**src/rtl/tsp_defs.svh**
```systemverilog
// Constants for the touch converter serial port: frame lengths and link timing.
// Assumes a 125 MHz system clock on both ends of the link.
`ifndef TSP_DEFS_SVH
`define TSP_DEFS_SVH

// ----------------------------------------------------------------------------
// Frame layout, counted in serial clock rising edges
// ----------------------------------------------------------------------------
`define TSP_CMD_BITS 5'd8
`define TSP_RD8_END 5'd16
`define TSP_RD16_END 5'd24
`define TSP_CNT_ZERO 5'd0
`define TSP_CNT_ONE 5'd1
`define TSP_RD8_PAD 8'h00
`define TSP_CMD_CLEAR 8'h00
`define TSP_RES_CLEAR 16'h0000
`define TSP_SYNC_HIGH 3'h7
`define TSP_SYNC_LOW 3'h0

// ----------------------------------------------------------------------------
// Link timing, in ns, and derived cycle counts
// ----------------------------------------------------------------------------
`define TSP_SYS_CLK_NS 8
`define TSP_SCLK_PERIOD_NS 80
`define TSP_LEAD_NS 14
`define TSP_LAG_NS 20
`define TSP_SPACE_NS 20
`define TSP_BUSY_GAP_NS 160
`define TSP_NS_TO_CYC(ns) (((ns) + `TSP_SYS_CLK_NS - 1) / `TSP_SYS_CLK_NS)
`define TSP_HALF_CYC 5'(`TSP_NS_TO_CYC(`TSP_SCLK_PERIOD_NS / 2))
`define TSP_LEAD_CYC 5'(`TSP_NS_TO_CYC(`TSP_LEAD_NS))
`define TSP_LAG_CYC 5'(`TSP_NS_TO_CYC(`TSP_LAG_NS))
`define TSP_SPACE_CYC 5'(`TSP_NS_TO_CYC(`TSP_SPACE_NS))
`define TSP_BUSY_GAP_CYC 5'(`TSP_NS_TO_CYC(`TSP_BUSY_GAP_NS))

`endif

```
**src/rtl/tsp_pkg.sv**
```systemverilog
// Types shared by both ends of the touch converter serial port.
// Constants live in tsp_defs.svh.
package tsp_pkg;
	typedef enum logic [2:0] {
		TSP_H_IDLE = 3'h0,
		TSP_H_LEAD = 3'h1,
		TSP_H_LOW = 3'h2,
		TSP_H_HIGH = 3'h3,
		TSP_H_GAP = 3'h4,
		TSP_H_WAIT = 3'h5,
		TSP_H_LAG = 3'h6,
		TSP_H_SPACE = 3'h7
	} tsp_host_state_t;
	typedef logic [7:0] tsp_cmd_t;
	typedef logic [15:0] tsp_result_t;
endpackage

```
**src/rtl/tsp_link_if.sv**
```systemverilog
// Serial link between the host master and the touch converter port.
// The data-out line is modelled with a weak pull-up when not driven.
`timescale 1ns/10ps
`default_nettype none
interface tsp_link_if;
	logic sclk;
	logic cs_n;
	logic serial_in;
	logic serial_out;
	logic serial_out_oe;
	logic serial_out_line;
	logic pen_touch_irq_n;

	assign serial_out_line = serial_out_oe ? serial_out : 1'b1;

	modport dev (
		input sclk, cs_n, serial_in,
		output serial_out, serial_out_oe, pen_touch_irq_n
	);
	modport host (
		output sclk, cs_n, serial_in,
		input serial_out_line, pen_touch_irq_n
	);
endinterface
`default_nettype wire

```
**src/rtl/tsp_device.sv**
```systemverilog
// Device end of the touch converter serial port: SPI mode-0 slave with
// command capture, result shift-out and the pen touch / busy line.
// Assumes the converter core hands over results and a done pulse on sys_clk_i.
//
// Summary of operation
// [RQ1] Mode 0: clock idles low, rising samples.
// [RQ2] Output bit changes only on clock falls.
// [RQ3] Input bit captured on each clock rise.
// [RQ4] Command byte is exactly eight clocks.
// [RQ5] Eight or sixteen read clocks follow command.
// [RQ6] Long frame 24 clocks, short frame 16.
// [RQ7] Interrupt line low while panel is touched.
// [RQ8] Stays low until conversion done or release.
// [RQ9] Rising interrupt edge marks conversion end.
// [RQ10] Busy low after rise; host waits high.
// [RQ11] Output driven only while selected.
// [RQ12] Host makes the clock; device never drives.
// [RQ13] Received byte loads the command register.
// [RQ14] Select high clears the bit counter.
`timescale 1ns/10ps
`default_nettype none
`include "tsp_defs.svh"
module tsp_device (
	input wire logic sys_clk_i,
	input wire logic reset_i,
	tsp_link_if.dev link,
	input wire tsp_pkg::tsp_result_t result_i,
	input wire logic result_16_i,
	input wire logic touch_i,
	input wire logic conv_done_i,
	output logic [7:0] command_o,
	output logic command_valid_o
);
	import tsp_pkg::*;

	// ------------------------------------------------------------------------
	// Pin synchronisers
	// ------------------------------------------------------------------------
	logic [2:0] cs_sync, sclk_sync, sdi_sync;
	logic cs_f, sclk_f, sdi_f;
	logic [2:0] next_cs_sync, next_sclk_sync, next_sdi_sync;
	logic next_cs_f, next_sclk_f, next_sdi_f;

	// The first stage may go metastable; only the last two vote
	// A level counts only once the second and third stages agree
	function automatic logic settle(input logic [2:0] s, input logic prev);
		return (s[1] == s[2]) ? s[1] : prev;
	endfunction

	always_comb begin
		next_cs_sync = {cs_sync[1:0], link.cs_n};
		next_sclk_sync = {sclk_sync[1:0], link.sclk}; // RQ12
		next_sdi_sync = {sdi_sync[1:0], link.serial_in};
		next_cs_f = settle(cs_sync, cs_f);
		next_sclk_f = settle(sclk_sync, sclk_f);
		next_sdi_f = settle(sdi_sync, sdi_f);
	end

	always_ff @(posedge sys_clk_i) begin
		if (reset_i) begin
			cs_sync <= `TSP_SYNC_HIGH;
			sclk_sync <= `TSP_SYNC_LOW;
			sdi_sync <= `TSP_SYNC_LOW;
			cs_f <= 1'b1;
			sclk_f <= 1'b0;
			sdi_f <= 1'b0;
		end else begin
			cs_sync <= next_cs_sync;
			sclk_sync <= next_sclk_sync;
			sdi_sync <= next_sdi_sync;
			cs_f <= next_cs_f;
			sclk_f <= next_sclk_f;
			sdi_f <= next_sdi_f;
		end
	end

	// ------------------------------------------------------------------------
	// Serial shifter
	// ------------------------------------------------------------------------
	logic sclk_rise, sclk_fall, selected;
	logic [4:0] bit_cnt, next_bit_cnt, frame_end;
	logic [7:0] rx, next_rx;
	tsp_result_t tx, next_tx;
	logic len16, next_len16;
	logic out_bit, next_out_bit, out_oe, next_out_oe;
	tsp_cmd_t command, next_command;
	logic cmd_valid, next_cmd_valid;

	// The shifter and the command capture append a bit the same way
	function automatic tsp_cmd_t shift_in(input tsp_cmd_t word, input logic bit_in);
		return {word[6:0], bit_in};
	endfunction

	// Half periods under about five system clocks outrun the synchronisers
	// Clock idles low, so edges are judged against the settled level
	assign sclk_rise = next_sclk_f & ~sclk_f; // RQ1
	assign sclk_fall = ~next_sclk_f & sclk_f;
	assign selected = ~next_cs_f;
	// Read length latches with the command, so result_16_i may change mid-frame
	assign frame_end = len16 ? `TSP_RD16_END : `TSP_RD8_END; // RQ5 RQ6

	always_comb begin
		next_bit_cnt = bit_cnt;
		next_rx = rx;
		next_tx = tx;
		next_len16 = len16;
		next_out_bit = out_bit;
		next_command = command;
		next_cmd_valid = 1'b0;
		// Enable follows the settled select, so the line floats soon after release
		next_out_oe = selected; // RQ11
		if (!selected) begin
			next_bit_cnt = `TSP_CNT_ZERO; // RQ14
			next_out_bit = 1'b0;
		end else if (sclk_rise) begin
			next_rx = shift_in(rx, sdi_f); // RQ3
			// A finished read lets the next byte start a new command
			if (bit_cnt == frame_end) begin
				next_bit_cnt = `TSP_CNT_ONE;
			end else begin
				next_bit_cnt = bit_cnt + `TSP_CNT_ONE;
			end
			if (next_bit_cnt == `TSP_CMD_BITS) begin // RQ4
				next_command = shift_in(rx, sdi_f); // RQ13
				next_cmd_valid = 1'b1;
				next_len16 = result_16_i;
				next_tx = result_16_i ? result_i : {result_i[7:0], `TSP_RD8_PAD};
			end
		end else if (sclk_fall) begin
			// Data leaves on the fall after the eighth rise, MSB first
			if (bit_cnt >= `TSP_CMD_BITS && bit_cnt < frame_end) begin
				next_out_bit = tx[15]; // RQ2
				next_tx = {tx[14:0], 1'b0};
			end else begin
				next_out_bit = 1'b0; // RQ2
			end
		end
	end

	always_ff @(posedge sys_clk_i) begin
		if (reset_i) begin
			bit_cnt <= `TSP_CNT_ZERO;
			rx <= `TSP_CMD_CLEAR;
			tx <= `TSP_RES_CLEAR;
			len16 <= 1'b0;
			out_bit <= 1'b0;
			out_oe <= 1'b0;
			command <= `TSP_CMD_CLEAR;
			cmd_valid <= 1'b0;
		end else begin
			bit_cnt <= next_bit_cnt;
			rx <= next_rx;
			tx <= next_tx;
			len16 <= next_len16;
			out_bit <= next_out_bit;
			out_oe <= next_out_oe;
			command <= next_command;
			cmd_valid <= next_cmd_valid;
		end
	end

	// ------------------------------------------------------------------------
	// Link and command outputs
	// ------------------------------------------------------------------------
	assign link.serial_out = out_bit;
	assign link.serial_out_oe = out_oe;
	assign command_o = command;
	assign command_valid_o = cmd_valid;

	// ------------------------------------------------------------------------
	// Pen touch / busy line
	// ------------------------------------------------------------------------
	logic busy, next_busy, eoc, next_eoc, irq_n, next_irq_n;

	always_comb begin
		next_busy = busy;
		next_eoc = eoc;
		if (conv_done_i) begin
			next_busy = 1'b0; // RQ8
		end
		// A command in the same cycle as a done pulse still counts
		if (cmd_valid) begin
			next_busy = 1'b1; // RQ10
		end
		if (!touch_i || cmd_valid) begin
			next_eoc = 1'b0;
		end
		if (conv_done_i) begin
			next_eoc = 1'b1; // RQ9
		end
		// A held touch with no conversion keeps it low, so a waiting host stalls
		// Conversion running, or untouched-by-result touch, pulls it low
		next_irq_n = ~(next_busy | (touch_i & ~next_eoc)); // RQ7 RQ8 RQ9 RQ10
	end

	always_ff @(posedge sys_clk_i) begin
		if (reset_i) begin
			busy <= 1'b0;
			eoc <= 1'b0;
			irq_n <= 1'b1;
		end else begin
			busy <= next_busy;
			eoc <= next_eoc;
			irq_n <= next_irq_n;
		end
	end

	assign link.pen_touch_irq_n = irq_n;
endmodule
`default_nettype wire

```
**src/flat_wrapper.sv**
```systemverilog
// flat-port wrapper written by rule: the top's interface ports become plain ports
module tsp_device_flat import tsp_pkg::*;
  (sys_clk_i, reset_i, result_i, result_16_i, touch_i, conv_done_i, command_o, command_valid_o, link_sclk, link_cs_n, link_serial_in, link_serial_out, link_serial_out_oe, link_pen_touch_irq_n);
  tsp_link_if link_i ();
  input wire logic sys_clk_i;
  input wire logic reset_i;
  input wire tsp_pkg::tsp_result_t result_i;
  input wire logic result_16_i;
  input wire logic touch_i;
  input wire logic conv_done_i;
  output logic [7:0] command_o;
  output logic command_valid_o;
  input wire logic [$bits(link_i.sclk)-1:0] link_sclk;
  input wire logic [$bits(link_i.cs_n)-1:0] link_cs_n;
  input wire logic [$bits(link_i.serial_in)-1:0] link_serial_in;
  output wire logic [$bits(link_i.serial_out)-1:0] link_serial_out;
  output wire logic [$bits(link_i.serial_out_oe)-1:0] link_serial_out_oe;
  output wire logic [$bits(link_i.pen_touch_irq_n)-1:0] link_pen_touch_irq_n;
  assign link_i.sclk = link_sclk;
  assign link_i.cs_n = link_cs_n;
  assign link_i.serial_in = link_serial_in;
  assign link_serial_out = link_i.serial_out;
  assign link_serial_out_oe = link_i.serial_out_oe;
  assign link_pen_touch_irq_n = link_i.pen_touch_irq_n;
  tsp_device u_core (.sys_clk_i(sys_clk_i), .reset_i(reset_i), .link(link_i), .result_i(result_i), .result_16_i(result_16_i), .touch_i(touch_i), .conv_done_i(conv_done_i), .command_o(command_o), .command_valid_o(command_valid_o));
endmodule
```
**config.mk**
```make
export PLATFORM = sky130hd
export DESIGN_NAME = tsp_device_flat
export DESIGN_NICKNAME = d
export VERILOG_FILES = /design/src/rtl/tsp_pkg.sv /design/src/rtl/tsp_link_if.sv /design/src/rtl/tsp_device.sv /design/src/flat_wrapper.sv
export VERILOG_INCLUDE_DIRS = /design/src /design/src/rtl
export SDC_FILE = /design/constraint.sdc
export NUM_CORES = 1
export LEC_CHECK = 0
export ABC_AREA = 1
export BUFFER_PORTS_ARGS = -buffer_cell sky130_fd_sc_hd__buf_4
export CAP_MARGIN = 10
export CORE_ASPECT_RATIO = 0.5
export CORE_MARGIN = 2
export CORE_UTILIZATION = 50
export DETAILED_ROUTE_END_ITERATION = 10
export GPL_ROUTABILITY_DRIVEN = 0
export HOLD_SLACK_MARGIN = 0.08
export PLACE_DENSITY = 0.74
export RECOVER_POWER = 100
export SYNTH_ARGS = -nofsm -noshare
export SYNTH_HDL_FRONTEND = slang
export SYNTH_SLANG_ARGS = --single-unit
```
**constraint.sdc**
```tcl
create_clock -name sys_clk_i -period 1.8 [get_ports sys_clk_i]
set_clock_uncertainty 0.15 [all_clocks]
set_input_delay 0.45 -clock sys_clk_i [delete_from_list [all_inputs] [get_ports sys_clk_i]]
set_output_delay 0.45 -clock sys_clk_i [all_outputs]
set_load 0.02 [all_outputs]
```
; Word level (Yosys, flattened, before mapping)
; Cells that the tools add are included.
[totals]
reg_bits = 55
latch_bits = 0
mem_bits_rw = 0
rom_bits = 0
inputBits = 24
out_inout_bits = 12
elab_cells = 64
memories = 0
[classes]
n_addsub = 1
multipliers = 0
n_div = 0
n_lt_le_gt_ge = 2
eq_ne = 6
shifts = 0
n_mux = 17
bitwise = 10
n_reduce_logical = 11
[ops]
columns = cell, n
row1 = 2-to-1 mux 16 bit, 5
row2 = 2-to-1 mux 5 bit, 3
row3 = 2-to-1 mux 1 bit, 8
row4 = NOT 1 bit, 6
row5 = "adder 5 x 1 -> 5 bit, second input constant", 1
row6 = "== test 5 x 4 -> 1 bit, second input constant", 1
row7 = == test 5 bit, 1
row8 = ">= comparator 5 x 4 -> 1 bit, second input constant", 1
row9 = less-than comparator 5 bit, 1
row10 = 2-to-1 mux 4 bit, 1
row11 = AND reduction 2 bit, 2
row12 = AND reduction 4 bit, 1
row13 = nonzero test 2 bit, 2
row14 = AND 1 bit, 3
row15 = == test 1 bit, 3
row16 = AND reduction 3 bit, 1
row17 = OR reduction 3 bit, 1
row18 = "!= test 2 bit, second input constant", 1
row19 = OR reduction 2 bit, 1
row20 = logical AND 1 bit, 1
row21 = logical NOT 1 bit, 1
row22 = logical OR 1 bit, 1
row23 = OR 1 bit, 1

; Logic depth before layout (Yosys ltp)
; Gate-level depths: netlist of run 1.
[depth]
word_depth = 8
mapped_depth = 15

; Worst setup path before layout of run 1
; OpenSTA, ideal clock, no wires.
[synth_timing]
path_type = reg2reg
startpoint = reg u_core.bit_cnt[3]
endpoint = reg u_core.tx[6]
setup_time_ns = 0.115
arrival_time_ns = 1.621
required_ns = 1.535
slack_ns = -0.086
path_stages_with_launch = 14
synth_period_minus_slack_ns = 1.886
cell_sequence = dfxtp_1 -> inv_2 -> ha_1 -> inv_1 -> nor2_4 -> nand2_4 -> nand3_2 -> nor2_4 -> nand2_4 -> nand2_4 -> buf_2 -> nand3_1 -> nand2_1 -> nor2_1
[synth_between]
elab_chain_len = 7
[synth_lines]
columns = item, line
row1 = "start, declared", tsp_device.sv:81  ; logic [4:0] bit_cnt, next_bit_cnt, frame_end;
row2 = "start signal, assigned", tsp_device.sv:142  ; bit_cnt <= `TSP_CNT_ZERO;
row3 = "start signal, assigned", tsp_device.sv:151  ; bit_cnt <= next_bit_cnt;
row4 = adder 5 x 1 -> 5 bit (no line) or == test 5 bit (tied branches), -
row5 = 2-to-1 mux 5 bit, tsp_device.sv:118  ; if (bit_cnt == frame_end) begin
row6 = 2-to-1 mux 5 bit, tsp_device.sv:115  ; end else if (sclk_rise) begin
row7 = 2-to-1 mux 5 bit, tsp_device.sv:112  ; if (!selected) begin
row8 = == test 5 x 4 -> 1 bit (no line), -
row9 = != test 2 bit (no line), -
row10 = AND reduction 4 bit (no line) (*), -
row11 = "end signal, assigned", tsp_device.sv:144  ; tx <= `TSP_RES_CLEAR;
row12 = "end signal, assigned", tsp_device.sv:153  ; tx <= next_tx;
row13 = "end, declared", tsp_device.sv:83  ; tsp_result_t tx, next_tx;
; Mark *: on every way between the ends. The rest lies on a longest branch, timed or not. The select of a mux whose other input is x is not followed.
; A chain may end at the register's enable or synchronous reset.

; Final worst setup path of run 1
[layout_timing]
startpoint = reg u_core.bit_cnt[1]
endpoint = reg u_core.tx[1]
; The elaborated chain is that of the path after synthesis.

==> results of run 1 <==
## flip-flops by register name, indices dropped and copies added (netlist names), 3 cells and up
name              cells
u_core.tx            16
u_core.command_o      8
u_core.rx             7
u_core.bit_cnt        5
u_core.cs_sync        3
u_core.sclk_sync      3
u_core.sdi_sync       3
## per-stage QoR
| stage | area, µm² | total power (W) | setup TNS [ns] | instances |
|---|---|---|---|---|
| after floorplan | 2530 | 0.00131 | 0 | 336 |
| after CTS | 3170 | 0.00208 | -0.749 | 453 |
| final | 3160 | 0.00206 | -0.449 | 454 |
| after detailed placement | 2920 | 0.00137 | -2.08 | 439 |
| after global placement | 2920 | 0.00137 | -0.282 | 439 |
| after global routing | 3160 | 0.00213 | -2.62 | 454 |
## cells in the mapped netlist, types with 3 or more instances
| cell | count | area [µm²] |
|---|---|---|
| dfxtp_1 | 55 | 1100 |
| nand2_1 | 54 | 203 |
| nor2_1 | 45 | 169 |
| inv_1 | 44 | 165 |
| o21ai_0 | 32 | 160 |
| a21oi_1 | 30 | 150 |
| nand3_1 | 14 | 70.1 |
| clkbuf_1 | 7 | 26.3 |
| o211ai_1 | 7 | 52.6 |
| buf_2 | 4 | 20.0 |
| nand2_2 | 4 | 25.0 |
| nand2_4 | 4 | 45.0 |
| ha_1 | 3 | 37.5 |
| nor2_4 | 3 | 33.8 |
| nor3_1 | 3 | 15.0 |
| o21ai_1 | 3 | 15.0 |
## cell families (layout without fill, tap and decap cells)
family / count (synthesis) / count (layout)
buffers and inverters: 64 / 112
adder cells (fa/ha/maj): 3 / 3
flip-flops: 55 / 55
AO/OA/AOI/OAI: 78 / 78
AND/OR/NAND/NOR: 136 / 136
## what timing repair did
item                       CTS  global route
pin swaps                    7             6
setup endpoints to repair   23            25
buffers inserted             5             1
resized for setup           19            15
gates cloned                 1             0
## cell type report
type	instances	area [µm²]	share of cell area
Multi-Input combinational cell	217	1250	0.396
Clock inverter	3	27.5	0.00872
Tap cell	70	87.6	0.0277
Clock buffer	5	68.8	0.0218
Inverter	49	194	0.0614
Timing Repair Buffer	55	420	0.133
Sequential cell	55	1110	0.351
## final timing paths
path | endpoint | slack (ns)
worst max-delay path | u_core.tx[1]$_SDFFE_PP0P_ | -0.06
worst min-delay path | u_core.cs_sync[0]$_SDFF_PP1_ | 0.16
worst max register to register | u_core.tx[1]$_SDFFE_PP0P_ | -0.06
worst min register to register | u_core.sclk_sync[1]$_SDFF_PP0_ | 0.27
## power by group
group	total, W	leakage [nW]	internal [W]	switching [W]
Sequential	0.00123	0.448	0.00123	0.00000423
Combinational	0.000112	0.823	0.0000543	0.0000573
Clock	0.000721	0.0463	0.000286	0.000435
## layer usage
metal	global-route usage	share of wire	vias up
li1	-	-	1169
met1	0.230	0.45	1010
met2	0.377	0.48	51
met3	0.0557	0.050	9
met4	0.0653	0.015	0
met5	0	0	-
## critical path, delay by kind of cell, from the launching register on
family	cells	cell delay, ns
simple gates	7	0.63
fa+ha+maj	1	0.15
buf+inv	4	0.31
flops	1	0.40
compound gates	1	0.12
## cell usage in the layout (no fill, tap or decap), drive strengths merged
master / Yosys / routed
nand2: 62 / 62
dfxtp: 55 / 55
nor2: 50 / 50
inv: 47 / 48
buf: 8 / 42
o21ai: 35 / 35
a21oi: 31 / 31
clkbuf: 7 / 18
nand3: 17 / 17
o211ai: 7 / 7
clkinv: 2 / 3
nor3: 3 / 3
ha: 3 / 3
a31oi: 2 / 2
nand4: 2 / 2
a211oi: 2 / 2
or2: 2 / 2
a31o: 1 / 1
clkinvlp: 0 / 1
==> flow_summary.toml, run 1 <==
[sta]
finalHoldViolations = 0
period_share = 1.03
layout_setup_ws_ns = -0.0616
fmax_mhz = 537
finalMaxSlewViolations = 0
tightest_slew_ns = 0.385
whs_ns = 0.158
setup_viol = 15
period_needed_ns = 1.86
relSlewSlack = 0.741
rsz0062_at_grt = "yes"

[critical_path]
endpoint_kind = "flop"
startpoint = "u_core.bit_cnt[1]$_SDFFE_PP0N_"
worstSetupStartpointType = "flop"
crit_type = "flop to flop"
max_stage_delay_ns = 0.40
critical_path_arrival_ns = 1.93
slowest_stage = "dfxtp_4"
worstPathCellList = "inv_4 -> ha_4 -> nand2_2 -> inv_2 -> nand2_4 -> clkinv_4 -> nor2_4 -> nor2_4 -> nand2_4 -> nand2_8 -> buf_4 -> a21oi_1 -> nor2_1"
reg2reg_from = "u_core.bit_cnt[1]$_SDFFE_PP0N_"
r2r_cells = 13
path_max_fanout = 5
critPathRequiredTime_ns = 1.86

[place]
pre_cts_ws_ns = -0.170
portBuffers = 35
hpwlAfterDp_um = 3820

[clock_network]
clock-root-buffer = "clkbuf_8"
tritoncts = "yes"
cts_inserted_buffers = 5
clock_latency_ns = 0.32
clkSinkCount = 55
htree_levels = 2
holdBufCountCts = 0
clk_pin_slew_ns = 0.11
clockBufferDepth = 2

[routing]
first_pass_iters = 4
vias_per_cell = 4.93
ant_nets = 0
dr_total_vias = 2239
totalWireLength_um = 5410
drc_errors = 0
drt_first_iter_violations = 117
wl_per_cell_um = 11.9

[grt]
grt.overflow.total = 0
grt_pass1_vias = 1984
grt_max_degree = 32
grt_first_pass_wirelength_um = 8870
grt_use_total = 0.200
antenna_found_initial = 0

[synth]
synth.distinct_cells = 32
synth-adder-area-share = 0.0150
synth_cells = 336
synth_top_family_by_area = "simple AND/OR/NAND/NOR gates"
syn_area_um2 = 2500
synth_edf_count = 0
ys_async_sr_fraction = 0
ys.flop_type = "dfxtp_1"
yosysWarnings = 0
syn_nets = 363
synth.avg_cell_area_um2 = 7.44
synth_compound_area_frac = 0.172
ys_seq_area_frac = 0.440
synth_xor_area_frac = 0
synth_seq_cells = 55
synthSimpleGateAreaFrac = 0.265
synth_mux_area_frac = 0

[min_path]
whs_path_depth = 2
hold_class = "primary input to flop"
hp-start = "link_cs_n"

[run]
drv_cap = 0

[pwr]
power.leakage_nw = 1.32
powerDensity_nw_per_um2 = 653
ir_drop_mv = 0.508

[floorplan]
coreArea_um2 = 4860
rows = 18
dieArea_um2 = 5620
die_x_um = 104
die_h_um = 54
ios = 36
start_util = 0.514

[cells_and_area]
synthToLayoutAreaGrowth_pct = 26.3
fill_cells = 437
utilization = 0.649
antenna_cells = 0
nets = 410
drive_above_1_share = 0.260

[run_status]
violations = "setup timing"
outcome = "finished, violations left"
Power figures use the tool's default switching activity.
==> run 2, diff against run 1 <==
--- a/config.mk
+++ b/config.mk
@@ -6,7 +6,6 @@
 export SDC_FILE = /design/constraint.sdc
 export NUM_CORES = 1
 export LEC_CHECK = 0
-export ABC_AREA = 1
 export BUFFER_PORTS_ARGS = -buffer_cell sky130_fd_sc_hd__buf_4
 export CAP_MARGIN = 10
 export CORE_ASPECT_RATIO = 0.5
==> flow_summary.toml, run 2 <==
[sta]
period_share = 1.07
period_needed_ns = 1.93
layout_setup_ws_ns = -0.126
relSlewSlack = 0.628
tightest_slew_ns = 0.558
finalHoldViolations = 0
setup_viol = 25
rsz0062_at_grt = "yes"
whs_ns = 0.163
finalMaxSlewViolations = 0
fmax_mhz = 519

[synth]
synth_seq_cells = 55
synthTopCellsByCount = "dfxtp_1 (55), nor2_1 (34), mux2i_1 (26)"
synth.avg_cell_area_um2 = 9.61
yosysMostFrequentCell = "dfxtp_1"
yosysWarnings = 0
synth.distinct_cells = 47
synth_largest_area_cell = "dfxtp_1"
ys_async_sr_fraction = 0
syn_nets = 290
ys.flop_type = "dfxtp_1"
synth_cells = 263
synth_area_leaders = "dfxtp_1 (44%), mux2i_1 (10%), nor2_1 (5.1%), nand3_1 (3.4%), a211oi_1 (3.0%)"
yosysTopAreaCellShare = 0.436
syn_area_um2 = 2530
synth_edf_count = 0
ys_seq_area_frac = 0.436

[routing]
vias_per_cell = 5.41
drt_first_iter_violations = 87
ant_nets = 0
wl_per_cell_um = 14.3
totalWireLength_um = 5420
first_pass_iters = 4
dr_total_vias = 2045
drc_errors = 0

[cells_and_area]
final_cell_mix = "dfxtp_1 (51), buf_4 (39), nor2_1 (34)"
regMostFlops = "u_core.tx"
nets = 334
fill_cells = 436
multi_input_area_um2 = 1310
largest_reg_flops = 16
antenna_cells = 0
final_common_cell = "dfxtp_1"
fin_cells = 378
drive_above_1_share = 0.273
design_area_um2 = 3060
regArea_um2 = 1110
synthToLayoutAreaGrowth_pct = 21.0
utilization = 0.625

[clock_network]
clockBufferDepth = 2
tritoncts = "yes"
cts_inserted_buffers = 5
clock-root-buffer = "clkbuf_8"
clkSinkCount = 55
clk_pin_slew_ns = 0.10
holdBufCountCts = 0
clock_latency_ns = 0.31
htree_levels = 2

[floorplan]
die_x_um = 105
coreArea_um2 = 4890
ios = 36
rows = 18
die_h_um = 54.3
start_util = 0.517
dieArea_um2 = 5670

[critical_path]
path_max_fanout = 9
critPathRequiredTime_ns = 1.90
crit_type = "flop to flop"
endpoint_kind = "flop"
worstSetupStartpointType = "flop"
reg2reg_from = "u_core.bit_cnt[0]$_SDFFE_PP0N_"
r2r-end = "u_core.tx[0]$_SDFFE_PP0P_"
regToRegSetupSlack_ns = -0.13
critical_path_arrival_ns = 2.02
r2r_cells = 8

[place]
portBuffers = 35
placed_cells = 368
dpl-instance-area_um2 = 2950
hpwlAfterDp_um = 3760

[grt]
grt_use_total = 0.205
grt_pass1_vias = 1912
grt_first_pass_wirelength_um = 8980
grt_max_degree = 30
grt.overflow.total = 0
antenna_found_initial = 0

[pwr]
powerDensity_nw_per_um2 = 666
total_power_w = 0.00203
power.leakage_nw = 1.13
ir_drop_mv = 0.468

[min_path]
whs_path_depth = 2
hold_class = "primary input to flop"
min_to = "u_core.cs_sync[0]$_SDFF_PP1_"
hp-start = "link_cs_n"

[run_status]
violations = "setup timing"
outcome = "finished, violations left"

[run]
drv_cap = 0
[run 2: worst max path at each step]
| stage | startpoint | endpoint | slack (ns) |
|---|---|---|---|
| 5_1_grt | u_core.bit_cnt[0]$_SDFFE_PP0N_ | u_core.tx[6]$_SDFFE_PP0P_ | -0.23 |
| 6_report | u_core.bit_cnt[0]$_SDFFE_PP0N_ | u_core.tx[0]$_SDFFE_PP0P_ | -0.13 |
| 3_3_place_gp | u_core.bit_cnt[3]$_SDFFE_PP0N_ | u_core.tx[5]$_SDFFE_PP0P_ | -0.08 |
| 3_5_place_dp | u_core.bit_cnt[0]$_SDFFE_PP0N_ | u_core.len16$_SDFFE_PP0P_ | -0.12 |
| 2_1_floorplan | u_core.bit_cnt[3]$_SDFFE_PP0N_ | u_core.tx[7]$_SDFFE_PP0P_ | -0.09 |
| 4_1_cts | u_core.bit_cnt[0]$_SDFFE_PP0N_ | u_core.tx[5]$_SDFFE_PP0P_ | -0.12 |
[run 2: through the flow]
stage / setup WS (ns) / TNS (ns)
finish: -0.126 / -2.13
floorplan: -0.0932 / -1.45
detailed placement: -0.122 / -1.95
CTS: -0.124 / -2.15
global route: -0.230 / -4.67
global placement: -0.0772 / -0.977
[run 2: repair_timing]
action | in CTS | in global routing
endpoints found under the setup margin | 25 | 25
resized for setup | 6 | 3
setup buffers | 1 | 1
pin swaps | 2 | 2
[run 2: power breakdown]
part / internal (W) / switching [W] / leakage [nW] / total, W
clock: 0.000282 / 0.000416 / 0.0489 / 0.000698
sequential: 0.00122 / 0.00000420 / 0.447 / 0.00123
combinational: 0.0000572 / 0.0000504 / 0.631 / 0.000108
total: 0.00156 / 0.000470 / 1.13 / 0.00203
[run 2: cell type report]
type                            count  share of cell area
Clock buffer                        5              0.0225
Clock inverter                      3             0.00737
Inverter                            6             0.00819
Multi-Input combinational cell    182               0.429
Sequential cell                    55               0.363
Tap cell                           70              0.0287
Timing Repair Buffer               57               0.142
[run 2: metal layers]
layer	part of all wire	GRT usage	routed length, µm
met1	0.47	0.260	2550
met2	0.45	0.352	2440
met3	0.065	0.0536	350
met4	0.015	0.0653	83
met5	0	0	0
[run 2: critical path, stage by stage (launching register included)]
cell and delay, ns:
dfxtp_4 0.37, inv_2 0.04, ha_4 0.23, nand4b_1 0.22, o22ai_4 0.24, a21bo_4 0.22, buf_4 0.13, nand3_1 0.09
a21oi_1 0.16
[run 2: cells by family (layout without fill, tap and decap cells)]
| kind of cell | count (synthesis) | count (layout) | synth area share |
|---|---|---|---|
| and+or+nand+nor | 98 | 98 | 0.205 |
| DFF | 55 | 55 | 0.436 |
| AOI/OAI and AO/OA | 53 | 53 | 0.156 |
| muxes | 26 | 26 | 0.103 |
| buffers and inverters | 26 | 71 | 0.0783 |
| adders and majority gates | 4 | 4 | 0.0188 |
| xor gates and xnor gates | 1 | 1 | 0.00347 |
==> run 3, diff against run 2 <==
--- a/config.mk
+++ b/config.mk
@@ -10,12 +10,10 @@
 export CAP_MARGIN = 10
 export CORE_ASPECT_RATIO = 0.5
 export CORE_MARGIN = 2
-export CORE_UTILIZATION = 50
+export CORE_UTILIZATION = 40
 export DETAILED_ROUTE_END_ITERATION = 10
 export GPL_ROUTABILITY_DRIVEN = 0
 export HOLD_SLACK_MARGIN = 0.08
-export PLACE_DENSITY = 0.74
-export RECOVER_POWER = 100
 export SYNTH_ARGS = -nofsm -noshare
 export SYNTH_HDL_FRONTEND = slang
 export SYNTH_SLANG_ARGS = --single-unit
==> flow_summary.toml, run 3 (synthesized netlist as in run 2, its figures left out) <==
[run_status]
outcome = "finished, violations left"
violations = "setup timing"

[routing]
ant_nets = 0
drt_first_iter_violations = 111
vias_per_cell = 5.12
first_pass_iters = 4
wl_per_cell_um = 14.2
totalWireLength_um = 5610
dr_total_vias = 2023
drc_errors = 0

[grt]
grt_max_degree = 30
grt_first_pass_wirelength_um = 9160
antenna_found_initial = 0
grt_use_total = 0.171
grt.overflow.total = 0
grt_pass1_vias = 1969

[clock_network]
holdBufCountCts = 0
clk_pin_slew_ns = 0.07
clock_latency_ns = 0.29
clkSinkCount = 55
clockBufferDepth = 2
htree_levels = 2
tritoncts = "yes"
clock-root-buffer = "clkbuf_16"
cts_inserted_buffers = 5

[sta]
finalHoldViolations = 0
fmax_mhz = 516
layout_setup_ws_ns = -0.137
tightest_slew_ns = 0.376
period_needed_ns = 1.94
period_share = 1.08
rsz0062_at_grt = "yes"
relSlewSlack = 0.750
finalMaxSlewViolations = 0
setup_viol = 25

[min_path]
whs_path_depth = 2
min_to = "u_core.cs_sync[0]$_SDFF_PP1_"
hp-start = "link_cs_n"
hold_class = "primary input to flop"

[run]
drv_cap = 0

[critical_path]
r2r-end = "u_core.tx[3]$_SDFFE_PP0P_"
crit_type = "flop to flop"
crit_family = "compound AO/OA/AOI/OAI gates"
path_max_fanout = 5
worstPathCellList = "inv_4 -> ha_4 -> nand4b_1 -> o22ai_4 -> a21bo_2 -> a21oi_2 -> a311oi_1"
r2r_cells = 7
critPathRequiredTime_ns = 1.85
max_stage_delay_ns = 0.37
cp_num_buf_inv = 1
reg2reg_from = "u_core.bit_cnt[0]$_SDFFE_PP0N_"
critical_path_arrival_ns = 1.99
slowest_stage = "dfxtp_4"
worstSetupStartpointType = "flop"
regToRegSetupSlack_ns = -0.14
endpoint_kind = "flop"

[floorplan]
die_h_um = 60.2
coreArea_um2 = 6080
dieArea_um2 = 7010
rows = 20
start_util = 0.415
die_x_um = 116
ios = 36

[cells_and_area]
utilization = 0.531
synthToLayoutAreaGrowth_pct = 27.9
antenna_cells = 0
final_cell_mix = "dfxtp_1 (52), buf_4 (48), nor2_1 (33)"
drive_above_1_share = 0.332
nets = 333
final_common_cell = "dfxtp_1"
largest_reg_flops = 16
regMostFlops = "u_core.tx"

[place]
portBuffers = 35
pre_cts_ws_ns = -0.141
hpwlAfterDp_um = 3800

[pwr]
powerDensity_nw_per_um2 = 748
power.leakage_nw = 1.22
ir_drop_mv = 0.368
[run 3: cell types whose count changed in the layout (fill, tap and decap cells not counted), moves of 2 or more]
cell / before / now
clkbuf_16: 0 / 6
a21oi_2: 1 / 4
buf_4: 39 / 48
clkbuf_8: 5 / 0
clkbuf_1: 13 / 0
a21oi_1: 11 / 8
buf_6: 1 / 3
nand3_2: 0 / 3
nand3_1: 17 / 14
[run 3: worst max path at each step]
stage,cells past startpoint,from,endpoint
2_1_floorplan,10,u_core.bit_cnt[3]$_SDFFE_PP0N_,u_core.tx[7]$_SDFFE_PP0P_
3_3_place_gp,8,u_core.bit_cnt[3]$_SDFFE_PP0N_,u_core.tx[5]$_SDFFE_PP0P_
3_5_place_dp,8,u_core.bit_cnt[3]$_SDFFE_PP0N_,u_core.tx[5]$_SDFFE_PP0P_
4_1_cts,8,u_core.bit_cnt[3]$_SDFFE_PP0N_,u_core.command_o[4]$_SDFFE_PP0P_
5_1_grt,8,u_core.bit_cnt[0]$_SDFFE_PP0N_,u_core.command_o[0]$_SDFFE_PP0P_
6_report,7,u_core.bit_cnt[0]$_SDFFE_PP0N_,u_core.tx[3]$_SDFFE_PP0P_
[run 3: through the flow]
step	power (W)	TNS (ns)	hold WS [ns]	cells	area (µm²)
6_report	0.00242	-2.72	0.189	395	3230
5_1_grt	0.00253	-5.32	0.180	395	3230
4_1_cts	0.00245	-2.68	0.180	394	3210
3_5_place_dp	0.00137	-2.02	0.247	384	2960
3_3_place_gp	0.00136	-1.27	0.247	384	2960
2_1_floorplan	0.00131	-1.45	0.239	263	2590
[run 3: per-layer routing]
layer / vias to the layer above / global-route usage / share of wire
met1: 962 / 0.230 / 0.52
met2: 46 / 0.266 / 0.43
met3: 6 / 0.0527 / 0.048
met5: - / 0 / 0
met4: 0 / 0.0527 / 0.0064
li1: 1009 / - / -
[run 3: power by group]
| group | internal, W | switching [W] |
|---|---|---|
| combinational | 0.0000575 | 0.0000502 |
| sequential | 0.00122 | 0.00000423 |
| clock | 0.000616 | 0.000464 |
| total | 0.00190 | 0.000518 |
[run 3: timing repair]
action / in CTS / in global routing
gates resized for setup: 13 / 4
cloned: 1 / 0
setup buffers: 1 / 1
setup endpoints to repair: 25 / 26
pin swaps: 5 / 0
[run 3: layout make-up]
class                      instances  area (µm²)
fill                             556        2850
multi-input combinational        183        1340
sequential                        55        1110
timing repair buffer              55         474
clock buffer                       6         150
tap                               88         110
inverter                           6        27.5
clock inverter                     2        20.0
[run 3: worst register-to-register path: cells and delay by family, from the launching register on]
family          cells  cell delay [ns]
compound gates      4             0.84
fa+ha+maj           1             0.23
buf+inv             1             0.04
simple gates        1             0.22
flops               1             0.37
